[src/rtl/bch_pkg.sv]
// shared constants, types and address map of the bridge configuration header block
package bch_pkg;

	localparam int ADDR_W = 12;

	// printed offsets are register indices; the byte address is four times the index
	localparam logic [7:0] IDX_CACHE_LINE = 8'h0C;
	localparam logic [7:0] IDX_PRI_LAT = 8'h0D;
	localparam logic [7:0] IDX_HDR_TYPE = 8'h0E;
	localparam logic [7:0] IDX_SELF_TEST = 8'h0F;
	localparam logic [7:0] IDX_BASE_WIN0 = 8'h10;
	localparam logic [7:0] IDX_BASE_WIN1 = 8'h14;
	localparam logic [7:0] IDX_UP_BUS = 8'h18;
	localparam logic [7:0] IDX_DOWN_BUS = 8'h19;
	localparam logic [7:0] IDX_HIGH_BUS = 8'h1A;
	localparam logic [7:0] IDX_DOWN_LAT = 8'h1B;
	localparam logic [7:0] IDX_IO_BASE = 8'h1C;
	localparam logic [7:0] IDX_IO_LIMIT = 8'h1D;

	function automatic logic [ADDR_W-1:0] bchRegAddr(input logic [7:0] idx);
		return {2'h0, idx, 2'h0};
	endfunction

	// reset values and fixed read values
	localparam logic [7:0] RST_CACHE_LINE = 8'h00;
	localparam logic [7:0] RST_BUS_NUM = 8'h00;
	localparam logic [7:0] VAL_ZERO_BYTE = 8'h00;
	localparam logic [31:0] VAL_ZERO_WORD = 32'h0000_0000;
	localparam logic [7:0] HDR_SINGLE = 8'h01;
	localparam logic [7:0] HDR_MULTI = 8'h81;
	localparam logic [4:0] RST_LAT_TIMER = 5'h02;
	localparam logic [2:0] LAT_LOW_BITS = 3'h0;
	localparam int LAT_FIELD_LSB = 3;
	localparam logic [3:0] RST_IO_NIBBLE = 4'h0;
	localparam logic [3:0] IO_CAP_32BIT = 4'h1;
	localparam int IO_FIELD_LSB = 4;
	localparam logic [11:0] IO_LOW_BASE = 12'h000;
	localparam logic [11:0] IO_LOW_LIMIT = 12'hFFF;
	localparam logic [15:0] IO_UPPER_ZERO = 16'h0000;

	typedef enum logic [2:0] {
		CMD_MEM_RD,
		CMD_MEM_RD_LINE,
		CMD_MEM_RD_MULT,
		CMD_MEM_WR,
		CMD_MEM_WR_INV
	} bch_cmd_e;

	typedef enum logic [1:0] {
		STRAP_SYNC1,
		STRAP_SYNC2,
		STRAP_LATCH,
		STRAP_HELD
	} bch_strap_e;

	typedef struct packed {
		logic psel;
		logic penable;
		logic pwrite;
		logic [ADDR_W-1:0] paddr;
		logic [31:0] pwdata;
		logic [3:0] pstrb;
	} bch_apb_req_s;

	typedef struct packed {
		logic [31:0] prdata;
		logic pready;
		logic pslverr;
	} bch_apb_rsp_s;

	// memory access forwarded from the link towards the secondary bus
	typedef struct packed {
		logic valid;
		logic isWrite;
		logic prefetchable;
		logic [7:0] addrLow;
		logic [7:0] dwords;
		logic allBytes;
	} bch_fwd_req_s;

	typedef struct packed {
		logic [7:0] cacheLine;
		logic [7:0] upBus;
		logic [7:0] downBus;
		logic [7:0] highBus;
		logic [7:0] latencyClocks;
		logic [7:0] headerType;
		logic [31:0] ioBaseAddr;
		logic [31:0] ioLimitAddr;
	} bch_cfg_view_s;

endpackage

[src/rtl/bch_cmd_select.sv]
// chooses the secondary bus command for a memory access forwarded from the link
`timescale 1ns/1ps
module bch_cmd_select (
	// configuration
	input wire logic [7:0] cacheLine,
	input wire logic writeInvalidateEnable,
	// access
	input wire bch_pkg::bch_fwd_req_s req,
	output bch_pkg::bch_cmd_e cmd
);
	import bch_pkg::*;

	logic [7:0] lineMask;
	logic [7:0] lineOffset;
	logic [10:0] spanBytes;
	logic [10:0] spanEnd;
	logic crosses;
	logic wholeLine;

	// a power-of-two line size makes size-1 a clean offset mask
	assign lineMask = cacheLine - 8'h01;
	assign lineOffset = req.addrLow & lineMask;
	assign spanBytes = {1'b0, req.dwords, 2'h0};
	assign spanEnd = {3'h0, lineOffset} + spanBytes;
	assign crosses = spanEnd > {3'h0, cacheLine};
	assign wholeLine = (lineOffset == 8'h00) && (spanBytes == {3'h0, cacheLine}) && req.allBytes;

	always_comb begin
		cmd = CMD_MEM_RD;
		if (cacheLine == 8'h00) begin
			cmd = req.isWrite ? CMD_MEM_WR : CMD_MEM_RD;
		end else if (req.isWrite) begin
			cmd = (writeInvalidateEnable && wholeLine) ? CMD_MEM_WR_INV : CMD_MEM_WR;
		end else if (req.prefetchable && (req.dwords > 8'h01)) begin
			cmd = crosses ? CMD_MEM_RD_MULT : CMD_MEM_RD_LINE;
		end
	end
endmodule

[src/rtl/bch_io_decode.sv]
// decides whether an I/O address falls inside the programmed I/O window
`timescale 1ns/1ps
module bch_io_decode (
	// window
	input wire logic [3:0] ioBase,
	input wire logic [3:0] ioLimit,
	// access
	input wire logic [31:0] ioAddr,
	output logic hit,
	output logic [31:0] baseAddr,
	output logic [31:0] limitAddr
);
	import bch_pkg::*;

	// upper sixteen window bits live outside this block and are taken as zero
	assign baseAddr = {IO_UPPER_ZERO, ioBase, IO_LOW_BASE};
	assign limitAddr = {IO_UPPER_ZERO, ioLimit, IO_LOW_LIMIT};
	assign hit = (ioAddr >= baseAddr) && (ioAddr <= limitAddr);
endmodule

[src/rtl/bch_config_regs.sv]
// bridge configuration header bytes 0x0C..0x1D behind an APB slave
//
// The APB register port was chosen for this implementation.
`timescale 1ns/1ps
// Summary of operation
// software writes only power-of-two line sizes
// zero line size gives plain read/write
// long prefetchable reads pick multiple or line
// enabled whole-line writes become write-invalidate
// software keeps line size at zero
// primary latency timer reads zero
// header type strapped, 01h or 81h
// self-test byte reads zero
// both base windows read zero, ignore writes
// upstream bus number RW, warm reset clears
// downstream bus number RW, warm reset clears
// highest bus number RW, warm reset clears
// latency timer upper bits RW, reset 00010
// latency timer low bits read zero
// I/O base nibble gives window bits 15:12
// I/O limit nibble, low bits all ones
// I/O low nibbles read 1h
// forward I/O inside window, inclusive
module bch_config_regs (
	// clock and resets
	input wire logic core_clk,
	input wire logic rst,
	input wire logic warmRst,
	// strap pin selecting the multi-function header
	input wire logic laterRevisionCompat,
	// register bus
	input wire bch_pkg::bch_apb_req_s apbReq,
	output bch_pkg::bch_apb_rsp_s apbRsp,
	// command register bit held elsewhere
	input wire logic writeInvalidateEnable,
	// forwarded memory access
	input wire bch_pkg::bch_fwd_req_s fwdReq,
	output logic fwdCmdValid,
	output bch_pkg::bch_cmd_e fwdCmd,
	// I/O access check
	input wire logic ioReqValid,
	input wire logic [31:0] ioAddr,
	output logic ioHitValid,
	output logic ioHit,
	// register contents for the rest of the bridge
	output bch_pkg::bch_cfg_view_s cfgView
);
	import bch_pkg::*;

	typedef struct packed {
		logic [7:0] cacheLine;
		logic [7:0] upBus;
		logic [7:0] downBus;
		logic [7:0] highBus;
		logic [4:0] latTimer;
		logic [3:0] ioBase;
		logic [3:0] ioLimit;
		logic [31:0] rdata;
		logic err;
		bch_strap_e strapSt;
		logic strapS1;
		logic strapS2;
		logic hdrMulti;
		logic fwdValid;
		bch_cmd_e fwdCmd;
		logic ioValid;
		logic ioHit;
	} bch_state_s;

	localparam bch_state_s STATE_RESET = '{
		cacheLine: RST_CACHE_LINE,
		upBus: RST_BUS_NUM,
		downBus: RST_BUS_NUM,
		highBus: RST_BUS_NUM,
		latTimer: RST_LAT_TIMER,
		ioBase: RST_IO_NIBBLE,
		ioLimit: RST_IO_NIBBLE,
		rdata: VAL_ZERO_WORD,
		err: 1'b0,
		strapSt: STRAP_SYNC1,
		strapS1: 1'b0,
		strapS2: 1'b0,
		hdrMulti: 1'b0,
		fwdValid: 1'b0,
		fwdCmd: CMD_MEM_RD,
		ioValid: 1'b0,
		ioHit: 1'b0
	};

	bch_state_s q;
	bch_state_s d;

	logic setupPhase;
	logic writeAccess;
	logic byteLane0;
	logic [7:0] headerType;
	logic [7:0] latencyByte;
	logic [7:0] ioBaseByte;
	logic [7:0] ioLimitByte;
	logic [31:0] readValue;
	logic readErr;
	bch_cmd_e selCmd;
	logic selIoHit;
	logic [31:0] ioBaseAddr;
	logic [31:0] ioLimitAddr;

	// true when the APB address selects the given register index
	function automatic logic isReg(input logic [ADDR_W-1:0] addr, input logic [7:0] idx);
		return addr == bchRegAddr(idx);
	endfunction

	bch_cmd_select cmdSel (
		.cacheLine(q.cacheLine),
		.writeInvalidateEnable(writeInvalidateEnable),
		.req(fwdReq),
		.cmd(selCmd)
	);

	bch_io_decode ioDec (
		.ioBase(q.ioBase),
		.ioLimit(q.ioLimit),
		.ioAddr(ioAddr),
		.hit(selIoHit),
		.baseAddr(ioBaseAddr),
		.limitAddr(ioLimitAddr)
	);

	// zero-wait slave: read data is fetched during setup, so the access phase always ends at once
	assign setupPhase = apbReq.psel && !apbReq.penable;
	assign writeAccess = apbReq.psel && apbReq.penable && apbReq.pwrite;
	assign byteLane0 = apbReq.pstrb[0];

	assign headerType = q.hdrMulti ? HDR_MULTI : HDR_SINGLE;
	assign latencyByte = {q.latTimer, LAT_LOW_BITS};
	assign ioBaseByte = {q.ioBase, IO_CAP_32BIT};
	assign ioLimitByte = {q.ioLimit, IO_CAP_32BIT};

	always_comb begin
		readValue = VAL_ZERO_WORD;
		readErr = 1'b0;
		if (isReg(apbReq.paddr, IDX_CACHE_LINE)) begin
			readValue = {24'h000000, q.cacheLine};
		end else if (isReg(apbReq.paddr, IDX_PRI_LAT)) begin
			readValue = {24'h000000, VAL_ZERO_BYTE};
		end else if (isReg(apbReq.paddr, IDX_HDR_TYPE)) begin
			readValue = {24'h000000, headerType};
		end else if (isReg(apbReq.paddr, IDX_SELF_TEST)) begin
			readValue = {24'h000000, VAL_ZERO_BYTE};
		end else if (isReg(apbReq.paddr, IDX_BASE_WIN0)) begin
			readValue = VAL_ZERO_WORD;
		end else if (isReg(apbReq.paddr, IDX_BASE_WIN1)) begin
			readValue = VAL_ZERO_WORD;
		end else if (isReg(apbReq.paddr, IDX_UP_BUS)) begin
			readValue = {24'h000000, q.upBus};
		end else if (isReg(apbReq.paddr, IDX_DOWN_BUS)) begin
			readValue = {24'h000000, q.downBus};
		end else if (isReg(apbReq.paddr, IDX_HIGH_BUS)) begin
			readValue = {24'h000000, q.highBus};
		end else if (isReg(apbReq.paddr, IDX_DOWN_LAT)) begin
			readValue = {24'h000000, latencyByte};
		end else if (isReg(apbReq.paddr, IDX_IO_BASE)) begin
			readValue = {24'h000000, ioBaseByte};
		end else if (isReg(apbReq.paddr, IDX_IO_LIMIT)) begin
			readValue = {24'h000000, ioLimitByte};
		end else begin
			readErr = 1'b1;
		end
	end

	always_comb begin
		d = q;

		// bus read path
		if (setupPhase) begin
			d.rdata = apbReq.pwrite ? VAL_ZERO_WORD : readValue;
			d.err = readErr;
		end

		// register writes; only byte lane 0 carries the byte-wide registers
		if (writeAccess && byteLane0) begin
			if (isReg(apbReq.paddr, IDX_CACHE_LINE)) begin
				// stored as written; values other than zero or a power of two are the software's responsibility
				d.cacheLine = apbReq.pwdata[7:0];
			end
			if (isReg(apbReq.paddr, IDX_UP_BUS)) begin
				d.upBus = apbReq.pwdata[7:0];
			end
			if (isReg(apbReq.paddr, IDX_DOWN_BUS)) begin
				d.downBus = apbReq.pwdata[7:0];
			end
			if (isReg(apbReq.paddr, IDX_HIGH_BUS)) begin
				d.highBus = apbReq.pwdata[7:0];
			end
			if (isReg(apbReq.paddr, IDX_DOWN_LAT)) begin
				d.latTimer = apbReq.pwdata[7:LAT_FIELD_LSB];
			end
			if (isReg(apbReq.paddr, IDX_IO_BASE)) begin
				d.ioBase = apbReq.pwdata[7:IO_FIELD_LSB];
			end
			if (isReg(apbReq.paddr, IDX_IO_LIMIT)) begin
				d.ioLimit = apbReq.pwdata[7:IO_FIELD_LSB];
			end
		end

		// warm reset outranks a write in the same cycle
		if (warmRst) begin
			d.upBus = RST_BUS_NUM;
			d.downBus = RST_BUS_NUM;
			d.highBus = RST_BUS_NUM;
			d.latTimer = RST_LAT_TIMER;
			d.ioBase = RST_IO_NIBBLE;
			d.ioLimit = RST_IO_NIBBLE;
		end

		// strap: synchronise, then hold one sampled value until the next cold reset
		d.strapS1 = laterRevisionCompat;
		d.strapS2 = q.strapS1;
		case (q.strapSt)
			STRAP_SYNC1: begin
				d.strapSt = STRAP_SYNC2;
			end
			STRAP_SYNC2: begin
				d.strapSt = STRAP_LATCH;
			end
			// the second flop holds the pin value only from the second edge on
			STRAP_LATCH: begin
				d.strapSt = STRAP_HELD;
				d.hdrMulti = q.strapS2;
			end
			STRAP_HELD: begin
				d.strapSt = STRAP_HELD;
			end
			default: begin
				d.strapSt = STRAP_SYNC1;
			end
		endcase

		// forwarded access results, one cycle after the request
		d.fwdValid = fwdReq.valid;
		if (fwdReq.valid) begin
			d.fwdCmd = selCmd;
		end
		d.ioValid = ioReqValid;
		if (ioReqValid) begin
			d.ioHit = selIoHit;
		end
	end

	always_ff @(posedge core_clk or posedge rst) begin
		if (rst) begin
			q <= STATE_RESET;
		end else begin
			q <= d;
		end
	end

	assign apbRsp.prdata = q.rdata;
	assign apbRsp.pready = 1'b1;
	assign apbRsp.pslverr = apbReq.psel && apbReq.penable && q.err;

	assign fwdCmdValid = q.fwdValid;
	assign fwdCmd = q.fwdCmd;
	assign ioHitValid = q.ioValid;
	assign ioHit = q.ioHit;

	assign cfgView.cacheLine = q.cacheLine;
	assign cfgView.upBus = q.upBus;
	assign cfgView.downBus = q.downBus;
	assign cfgView.highBus = q.highBus;
	assign cfgView.latencyClocks = latencyByte;
	assign cfgView.headerType = headerType;
	assign cfgView.ioBaseAddr = ioBaseAddr;
	assign cfgView.ioLimitAddr = ioLimitAddr;
endmodule

[config.mk]
export PLATFORM = sky130hd
export DESIGN_NAME = bch_config_regs
export DESIGN_NICKNAME = d
export VERILOG_FILES = /design/src/rtl/bch_pkg.sv /design/src/rtl/bch_cmd_select.sv /design/src/rtl/bch_io_decode.sv /design/src/rtl/bch_config_regs.sv
export SDC_FILE = /design/constraint.sdc
export NUM_CORES = 1
export LEC_CHECK = 0
export CORE_MARGIN = 3
export CORE_UTILIZATION = 59
export CTS_CLUSTER_DIAMETER = 50
export DETAILED_ROUTE_END_ITERATION = 10
export DONT_BUFFER_PORTS = 1
export GPL_TIMING_DRIVEN = 0
export PLACE_DENSITY_LB_ADDON = 0.3
export RECOVER_POWER = 50
export SYNTH_ARGS = -nofsm -noshare
export SYNTH_HDL_FRONTEND = slang
export SYNTH_HIERARCHICAL = 1
export SYNTH_SLANG_ARGS = --single-unit
[constraint.sdc]
create_clock -name core_clk -period 3.69 [get_ports core_clk]
set_input_delay 0.738 -clock core_clk [delete_from_list [all_inputs] [get_ports core_clk]]
set_output_delay 0.738 -clock core_clk [all_outputs]
set_load 0.02 [all_outputs]
==> out/results.md, run 1 <==
| Parameter | Value |
|---|---|
| Run status | complete, but fails checks |
| Failing checks | capacitance limit, slew limit |
| Finished Cell Area | 0.00612 mm² |
| Slew HR | -0.162 |
| Clk_lat worst skew | 0.35 ns |
| NetSw | 0.000502 W |
| Final HPWL DP | 11300 µm |
| Synth area leader | dfrtp_1 |
| Antenna-violating nets left | 0 |
| Worst hold margin | 0.357 ns |
| Ratio of cells with drive above 1 in the final layout | 0.289 |
| Arrival @ worst endpoint | 3.82 ns |
| Horizontal extent of the die | 101 µm |
| Area of the mapped netlist | 0.00536 mm² |
| Max-cap viol count | 1 |
| Post-synthesis compound-gate area fraction | 0.0938 |
| Final number of setup-violating endpoints | 0 |
| Critical path peak fanout | 4 |
| WL per Instance | 17.3 µm |
| Critical Path Source Type | flop |
| Average via count per standard cell | 5.33 |
| Switching power as a share of total power | 0.278 |
| Antenna violations before repair | 0 |
| Post-route fraction of the period consumed by the critical path | 0.969 |
| Post-synthesis sequential area ratio | 0.303 |
| Cell count after synthesis | 600 |
| CP endpoint kind | flop |
| Adder-cell share of the synthesized area | 0.0574 |
| Fmax | 280 MHz |
| Die Outline Area | 0.0103 mm² |
| Max Buffers Root-to-Sink | 2 |
| Net count reported at finish | 837 |
| Async S/R FF share, synth | 1.00 |
| Area added between synthesis and finish | 14.2% |
| Unrepaired setup endpoints after global routing | yes |
| Clock Skew | 0.0175 ns |
| Pin count of the biggest net entering global routing | 34 |
| Clock root buffer master | clkbuf_8 |
| Number of sinks on the clock net | 65 |
| Number of global-route vias before repair | 4148 |
| Flip-flop and latch count after synthesis | 65 |
| Top cells by area, synth | dfrtp_1, buf_4, mux2i_1 |
| Die span in y | 101 µm |
| Internal power component | 0.00130 W |
| Register clock-pin slew on the reported worst setup and hold paths | 0.08 ns |
| Top cell type's share of synthesized area | 0.299 |
| IO Pins | 261 |
| Synthesized area per cell | 8.94 µm² |
| Max rail drop VDD | 0.000233 V |
| Main synth FF type | dfrtp_1 |
| Number of placement rows | 34 |
| Final routed DRC violation total | 0 |
| Worst-Margin Slew | 1.74 ns |
| Area of placed instances | 0.00585 mm² |
| Last weighted congestion value of the routability-driven placer | 0.910 |
| Num CTS Buffers | 9 |
| Leakage Power | 2.89 nW |
| Power per standard cell area | 294 mW/mm² |
| Number of detailed-routing iterations run before antenna repair | 5 |
| Combinational family with the most area after synthesis | buffers and inverters |
| EDFF count, synth | 0 |
| Total detailed-routing wirelength | 14100 µm |
| Area share of xor/xnor cells in the synthesized design | 0.0212 |
| Initial Utilization | 0.612 |
| First-pass GRT wire length | 21400 µm |
| Clock tree from TritonCTS | done |
| Worst path required time | 3.93 ns |
| Share of power burned in the clock network | 0.419 |
| FILL cells | 719 |
| GRT Util Overall | 0.267 |
| Clock period minus final worst setup slack | 3.58 ns |
| Distinct cells, synth | 68 |
| Hold/Removal Path Class | reg -> reg |
| Kind of critical path | reg -> reg |
| Synthesis warning total | 6 |
| Number of levels the H-tree was split into | 3 |
| Most frequent standard cell in the layout excluding fill and tap cells | buf_4 |
| Share of power burned in combinational logic | 0.177 |
| Count of routing violations after the opening detailed-route iteration | 217 |
| Count of pins over their slew limit | 34 |
| Core Footprint | 0.00876 mm² |
| Count of input and output buffers | 0 |
| Sum of overflow across all layers after global routing | 0 |
| Number of hold violations in the final report | 0 |
| Number of vias after detailed routing | 4358 |
| Post-synthesis simple-gate area fraction | 0.192 |
| Most used cells in the layout excluding fill and tap cells | buf_4, conb_1, dfrtp_1 |
| Register share of total power | 0.404 |
| Post-synthesis mux area share | 0.0935 |
| Antenna Cells | 0 |
==> Yosys cell counts, types with 4 or more instances <==
cell	number
mux2i_1	31
clkbuf_1	7
nand4_1	14
a221oi_1	4
a22oi_1	8
buf_4	148
a21oi_1	24
o21ai_0	10
inv_1	24
conb_1	4
buf_1	4
xnor2_1	12
nor2_1	45
ha_1	23
nand3_1	9
nand2_1	45
mux2_2	15
nor2b_1	8
dfrtp_1	64
nor4_1	11
nor3_1	11
nand2b_1	8
==> power groups by stage <==
stage	clock (W)	combinational, W	sequential, W
2_1_floorplan	0	0.000278	0.000740
3_3_place_gp	0	0.000306	0.000742
3_5_place_dp	0	0.000314	0.000743
4_1_cts	0.000758	0.000318	0.000729
5_1_grt	0.000792	0.000349	0.000729
6_report	0.000755	0.000319	0.000729
==> per-stage QoR <==
step	util	TNS [ns]	setup slack (ns)	instances	power (W)
after global routing	0.699	-0.0345	-0.0345	817	0.00187
after CTS	0.702	0	0.0425	814	0.00180
after detailed placement	0.667	-0.331	-0.254	796	0.00106
after floorplan	-	0	0.234	687	0.00102
after global placement	0.665	-0.208	-0.206	795	0.00105
final	0.699	0	0.114	817	0.00180
==> final timing paths <==
kind / startpoint / end / slack [ns] / cells past startpoint
setup / recovery: cfgView[105] / fwdCmd[1] / 0.11 / 18
hold / removal: d[7] / q[7] / 0.36 / 0
setup reg to reg: cfgView[105] / fwdCmd[1] / 0.11 / 18
hold reg to reg: d[7] / q[7] / 0.36 / 0
max in group asynchronous: rst / cfgView[104] / 0.76 / 2
min in group asynchronous: rst / cfgView[80] / 0.61 / 1
==> critical path, cell delays in order (launching register included) <==
cell,delay [ns]
dfrtp_2,0.44
buf_4,0.17
nor3_4,0.22
xnor2_1,0.16
nand2_2,0.10
inv_2,0.07
ha_1,0.22
a21o_1,0.21
a21oi_4,0.17
o21bai_1,0.09
a21oi_2,0.14
xnor2_1,0.15
ha_1,0.28
nand2_1,0.09
nor2_2,0.05
a221oi_2,0.26
o211ai_1,0.15
a22o_1,0.23
mux2_2,0.26
==> area by class of cell <==
class | count | area (µm²) | share of cell area
multi-input combinational | 435 | 2870 | 0.469
sequential | 65 | 1630 | 0.266
buffer | 161 | 1090 | 0.179
tap | 108 | 135 | 0.0221
clock inverter | 7 | 125 | 0.0204
clock buffer | 9 | 124 | 0.0202
inverter | 26 | 103 | 0.0168
timing repair buffer | 6 | 41.3 | 0.00674
==> repair_timing <==
| item | CTS | global route |
|---|---|---|
| endpoints found under the hold margin | 0 | 0 |
| setup endpoints to repair | 2 | 2 |
| hold buffers | 0 | 0 |
| setup buffers | 2 | 3 |
| pin swaps | 3 | 12 |
| gates resized for setup | 12 | 12 |
==> cells by family after synthesis <==
logic type | count (synthesis)
buf+inv | 187
mux | 47
other cells | 4
compound gates | 75
fa+ha+maj | 24
simple gates | 185
xor+xnor | 13
flops | 65
==> registers in the layout (all words and copies together), names as in the netlist <==
register,count
ioHit,1
fwdCmdValid,1
cfgView,37
d,1
ioLimitByte,4
q,5
fwdCmd,3
ioHitValid,1
ioBaseByte,4
apbRsp,8
==> layer usage <==
metal  up-vias  GRT usage  wire (µm)
met3        44     0.0661       1420
met5         -          0          0
met2       247      0.452       6980
li1       2047          -          -
met1      2020      0.316       5150
met4         0      0.134        575
(Power assumes the default switching activity.)
==> inputs of run 2 (changes only) <==
CORE_UTILIZATION = 29   (was 59)
==> out/results.md, run 2 (synthesis results as in run 1) <==
| Parameter | Value |
|---|---|
| Count of input and output buffers | 0 |
| Run status | complete, but fails checks |
| Pin count of the biggest net entering global routing | 66 |
| Post-route fraction of the period consumed by the critical path | 0.971 |
| Clock root buffer master | clkbuf_16 |
| Worst path required time | 3.91 ns |
| Depth of the worst hold-timing path | 0 |
| Largest register FFs | 37 |
| Max-cap viol count | 1 |
| Hold/Removal Path Class | reg -> reg |
| Place WS | -0.238 ns |
| Endpoint, Worst Hold | q[7] |
| Number of hold violations in the final report | 0 |
| Top layer in use | met4 |
| Number of sinks on the clock net | 65 |
| Most used cells in the layout excluding fill and tap cells | buf_4, conb_1, dfrtp_1 |
| Final core occ | 0.352 |
| Horizontal extent of the die | 142 µm |
| Failing checks | capacitance limit, slew limit |
| Leakage Power | 2.95 nW |
| Antenna violations before repair | 0 |
| Clock period minus final worst setup slack | 3.58 ns |
| Area added between synthesis and finish | 18.6% |
| Total routed wire length on the met1 layer | 6830 µm |
| Clock Skew | 0.00857 ns |
| Count of pins over their slew limit | 66 |
| CP endpoint kind | flop |
| Antenna-violating nets left | 0 |
| Unrepaired setup endpoints after global routing | yes |
| Max incr delay on CP | 0.43 ns |
| Number of detailed-routing iterations run before antenna repair | 4 |
| Largest delay contributor family on the critical path | compound AO/OA/AOI/OAI gates |
| Die Outline Area | 0.0202 mm² |
| Final instance count without filler cells | 945 |
| Max stage delay cell, worst path | dfrtp_2 |
| Worst-Margin Slew | 2.56 ns |
| Worst hold margin | 0.359 ns |
| Buffers & Inverters on Critical Path | 3 |
| Antenna Cells | 0 |
| Average via count per standard cell | 4.42 |
| Met2 Wirelength | 7330 µm |
| Register-to-Register Path Depth | 19 |
| Critical path peak fanout | 3 |
| Count of routing violations after the opening detailed-route iteration | 186 |
| Register clock-pin slew on the reported worst setup and hold paths | 0.05 ns |
| Final number of setup-violating endpoints | 0 |
| Ratio of cells with drive above 1 in the final layout | 0.296 |
| Number of cells in the design after placement | 916 |
| Setup slack on the worst flop-to-flop path | 0.11 ns |
| Number of levels the H-tree was split into | 3 |
| Final routed DRC violation total | 0 |
| Num CTS Buffers | 9 |
| Critical Path Source Type | flop |
| Final HPWL DP | 12200 µm |
| Cell-by-cell listing of the critical path | buf_4, nor3_4, xnor2_2, nand2_2, inv_2, ha_1, a21o_1, a21oi_2, o21bai_1, a21oi_2, xnor2_1, ha_1, nand2_1, nor2_2, and4b_1, o211ai_1, buf_4, o2bb2ai_1, mux2_2 |
| Initial Utilization | 0.297 |
| Kind of critical path | reg -> reg |
| Worst setup slack after layout | 0.106 ns |
| Most frequent standard cell in the layout excluding fill and tap cells | buf_4 |
| Max Buffers Root-to-Sink | 2 |
| Post-CTS Hold Buffers | 0 |
| Worst Hold Launch | d[7] |
| Number of vias after detailed routing | 4176 |
| Detailed route wirelength on metal3 | 924 µm |
| Last weighted congestion value of the routability-driven placer | 0.862 |
| Clk_lat worst skew | 0.34 ns |
| Power per standard cell area | 301 mW/mm² |
| Clock tree from TritonCTS | done |
| Net count reported at finish | 844 |
| Number of placement rows | 49 |
| Core Footprint | 0.0181 mm² |
| Die span in y | 142 µm |
| WL per Instance | 16.1 µm |
| IO Pins | 261 |
| Max rail drop VDD | 0.000222 V |
| First-pass GRT wire length | 22600 µm |
| FF-to-FF End | fwdCmd[0] |
| Sum of overflow across all layers after global routing | 0 |
| GRT Util Overall | 0.145 |
| Fmax | 279 MHz |
| Sum of internal, switching and leakage power | 0.00191 W |
| Total detailed-routing wirelength | 15300 µm |
| FILL cells | 1912 |
| Slew HR | -0.706 |
| Number of global-route vias before repair | 3798 |
| Arrival @ worst endpoint | 3.81 ns |
| Worst reg2reg startpoint | cfgView[105] |
run 2: metal layers:
layer / global-route usage / vias up
met5: 0 / -
met4: 0.0379 / 0
met3: 0.0309 / 13
met2: 0.231 / 154
met1: 0.201 / 1946
li1: - / 2063
run 2: stage by stage:
stage	cell area, µm²	TNS [ns]
6_report	6360	0
5_1_grt	6360	-0.156
4_1_cts	6370	0
3_5_place_dp	5980	-0.266
3_3_place_gp	5980	-0.258
2_1_floorplan	5690	0
run 2: how the worst max path moves through the flow:
stage | start | end | slack [ns] | depth (start not counted)
floorplan | cfgView[104] | fwdCmd[1] | 0.23 | 19
global placement | cfgView[104] | fwdCmd[1] | -0.23 | 19
detailed placement | cfgView[104] | fwdCmd[1] | -0.24 | 19
CTS | cfgView[105] | fwdCmd[1] | 0.005 | 19
global route | cfgView[105] | fwdCmd[0] | -0.09 | 19
finish | cfgView[105] | fwdCmd[0] | 0.11 | 19
run 2: layout make-up:
cell class | instances | area (µm²) | area share
Timing Repair Buffer | 13 | 97.6 | 0.0153
Inverter | 26 | 103 | 0.0161
Buffer | 161 | 1100 | 0.173
Clock inverter | 6 | 67.6 | 0.0106
Tap cell | 229 | 287 | 0.0450
Sequential cell | 65 | 1630 | 0.256
Multi-Input combinational cell | 435 | 2850 | 0.448
Clock buffer | 10 | 229 | 0.0360
run 2: power breakdown:
part           leakage (nW)  internal (W)  switching [W]
clock network         0.139      0.000525       0.000336
logic                  1.95      0.000128       0.000195
registers             0.864      0.000723     0.00000741
total                  2.95       0.00138       0.000539
run 2: worst register-to-register path: stages (launching register included):
cell,delay [ns]
dfrtp_2,0.43
buf_4,0.16
nor3_4,0.25
xnor2_2,0.15
nand2_2,0.09
inv_2,0.06
ha_1,0.21
a21o_1,0.19
a21oi_2,0.20
o21bai_1,0.12
a21oi_2,0.14
xnor2_1,0.09
ha_1,0.33
nand2_1,0.09
nor2_2,0.05
and4b_1,0.16
o211ai_1,0.27
buf_4,0.16
o2bb2ai_1,0.05
mux2_2,0.25
run 2: what timing repair did:
item                                    in CTS  in global routing
endpoints found under the setup margin       2                  2
endpoints found under the hold margin        0                  0
setup buffers                                9                  4
pin swaps                                    2                 14
resized for setup                            9                 11
==> inputs of run 3 (changes only) <==
clock period = 4.55 ns   (was 3.69 ns; I/O delays follow)
==> out/results.md, run 3 (synthesis results as in run 1) <==
| Parameter | Value |
|---|---|
| Arrival @ worst endpoint | 4.17 ns |
| FF-to-FF End | fwdCmd[1] |
| Setup slack on the worst flop-to-flop path | 0.60 ns |
| Max rail drop VDD | 0.000182 V |
| Die span in y | 142 µm |
| Final HPWL DP | 12200 µm |
| Number of placement rows | 49 |
| Cell-by-cell listing of the critical path | inv_1, ha_1, xor2_1, and2_1, ha_1, inv_1, fa_1, nor2b_1, nor2_1, nor2_1, nor2_1, xnor2_1, ha_1, a21oi_1, o21ai_0, a221oi_1, o211ai_1, a22o_1, mux2_2 |
| Register-to-Register Path Depth | 19 |
| Clock tree from TritonCTS | done |
| Kind of critical path | reg -> reg |
| Worst hold margin | 0.359 ns |
| NetSw | 0.000437 W |
| Final routed DRC violation total | 0 |
| Register share of total power | 0.383 |
| Max-cap viol count | 1 |
| Worst path required time | 4.77 ns |
| Largest delay contributor family on the critical path | adder cells |
| Count of routing violations after the opening detailed-route iteration | 195 |
| Most used cells in the layout excluding fill and tap cells | buf_4, conb_1, dfrtp_1 |
| Average via count per standard cell | 4.42 |
| Share of power burned in the clock network | 0.454 |
| Area added between synthesis and finish | 15.6% |
| Net count reported at finish | 831 |
| Endpoint, Worst Hold | q[7] |
| Register Area | 0.00163 mm² |
| Multi-input combinational cell area | 0.00280 mm² |
| Internal power component | 0.00111 W |
| Run status | complete, but fails checks |
| Setup TNS | 0 ns |
| Clock root buffer master | clkbuf_16 |
| Number of levels the H-tree was split into | 3 |
| Unrepaired setup endpoints after global routing | no |
| Number of vias after detailed routing | 4119 |
| Final core occ | 0.343 |
| Last weighted congestion value of the routability-driven placer | 0.862 |
| Max incr delay on CP | 0.49 ns |
| Register clock-pin slew on the reported worst setup and hold paths | 0.05 ns |
| Sum of overflow across all layers after global routing | 0 |
| Clock period minus final worst setup slack | 3.95 ns |
| Area of placed instances | 0.00598 mm² |
| Count of input and output buffers | 0 |
| Depth of the worst hold-timing path | 0 |
| Power per standard cell area | 249 mW/mm² |
| Sum of internal, switching and leakage power | 0.00155 W |
| Post-route fraction of the period consumed by the critical path | 0.867 |
| WL per Instance | 16.3 µm |
| Clock Skew | 0.0101 ns |
| Num CTS Buffers | 9 |
| IO Pins | 261 |
| Worst-Margin Slew | 3.03 ns |
| First-pass GRT wire length | 22500 µm |
| Fmax | 253 MHz |
| Number of detailed-routing iterations run before antenna repair | 5 |
| Hold/Removal Path Class | reg -> reg |
| Horizontal extent of the die | 142 µm |
| Buffers & Inverters on Critical Path | 2 |
| Worst Hold Launch | d[7] |
| Antenna Cells | 0 |
| Die Outline Area | 0.0202 mm² |
| Failing checks | capacitance limit, slew limit |
| Number of post-CTS setup repair buffers | 0 |
| Number of sinks on the clock net | 65 |
| CP endpoint kind | flop |
| Critical path peak fanout | 6 |
| Leakage Power | 2.87 nW |
| Core Footprint | 0.0181 mm² |
| Most frequent standard cell in the layout excluding fill and tap cells | buf_4 |
| Finished Cell Area | 0.00620 mm² |
| Antenna-violating nets left | 0 |
| Count of pins over their slew limit | 66 |
| Critical Path Source Type | flop |
| Number of gates resized after CTS | 0 |
| Largest register FFs | 37 |
| Number of hold violations in the final report | 0 |
| Post-CTS Hold Buffers | 0 |
| Final number of setup-violating endpoints | 0 |
| Worst reg2reg startpoint | cfgView[104] |
| GRT Util Overall | 0.144 |
| FILL cells | 1934 |
| Pin count of the biggest net entering global routing | 66 |
| Switching power as a share of total power | 0.283 |
| Ratio of cells with drive above 1 in the final layout | 0.262 |
| Total detailed-routing wirelength | 15100 µm |
| Clk_lat worst skew | 0.34 ns |
| Max Buffers Root-to-Sink | 2 |
| Share of power burned in combinational logic | 0.163 |
| Max stage delay cell, worst path | dfrtp_1 |
| Slew HR | -1.03 |
| Antenna violations before repair | 0 |
| Initial Utilization | 0.297 |
| Number of global-route vias before repair | 3760 |
-- run 3: cell types whose count changed in the layout (fill, tap and decap cells not counted), sizes merged --
cell | before | now
buf | 148 | 134
clkbuf | 36 | 37
clkinvlp | 2 | 3
inv | 27 | 26
-- run 3: layer usage --
metal	GRT usage	vias up	routed length [µm]
li1	-	2041	-
met1	0.200	1915	6950
met2	0.229	148	7200
met3	0.0309	15	808
met4	0.0379	0	185
met5	0	-	0
-- run 3: worst reg2reg max path, cell delays in order (launching register included) --
cell	delay, ns
dfrtp_1	0.49
inv_1	0.14
ha_1	0.29
xor2_1	0.15
and2_1	0.14
ha_1	0.18
inv_1	0.06
fa_1	0.40
nor2b_1	0.17
nor2_1	0.06
nor2_1	0.09
nor2_1	0.06
xnor2_1	0.12
ha_1	0.31
a21oi_1	0.15
o21ai_0	0.11
a221oi_1	0.26
o211ai_1	0.17
a22o_1	0.23
mux2_2	0.26
-- run 3: worst max-delay path by stage --
stage	startpoint	end	slack, ns	cells after the start
global route	cfgView[104]	fwdCmd[1]	0.27	19
detailed placement	cfgView[104]	fwdCmd[1]	0.62	19
floorplan	cfgView[104]	fwdCmd[1]	1.09	19
global placement	cfgView[104]	fwdCmd[1]	0.63	19
CTS	cfgView[104]	fwdCmd[1]	0.59	19
finish	cfgView[104]	fwdCmd[1]	0.60	19
-- run 3: area by class of cell --
type,count,share of cell area
plain buffers,161,0.176
clock buffers,10,0.0369
clock inverters,6,0.0109
inverters,26,0.0159
multi-input cells,435,0.451
flip-flops and latches,65,0.263
well taps,229,0.0462
-- run 3: power by group through the flow --
stage | registers [W] | logic (W) | clock network (W)
after floorplan | 0.000600 | 0.000226 | 0
after global routing | 0.000593 | 0.000277 | 0.000739
final | 0.000592 | 0.000252 | 0.000702
after global placement | 0.000602 | 0.000253 | 0
after detailed placement | 0.000603 | 0.000253 | 0
after CTS | 0.000592 | 0.000254 | 0.000719
-- run 3: per-stage QoR --
step / instances / worst slack, ns
final: 932 / 0.604
after global routing: 932 / 0.272
after CTS: 932 / 0.593
after detailed placement: 916 / 0.622
after global placement: 916 / 0.633
after floorplan: 687 / 1.09
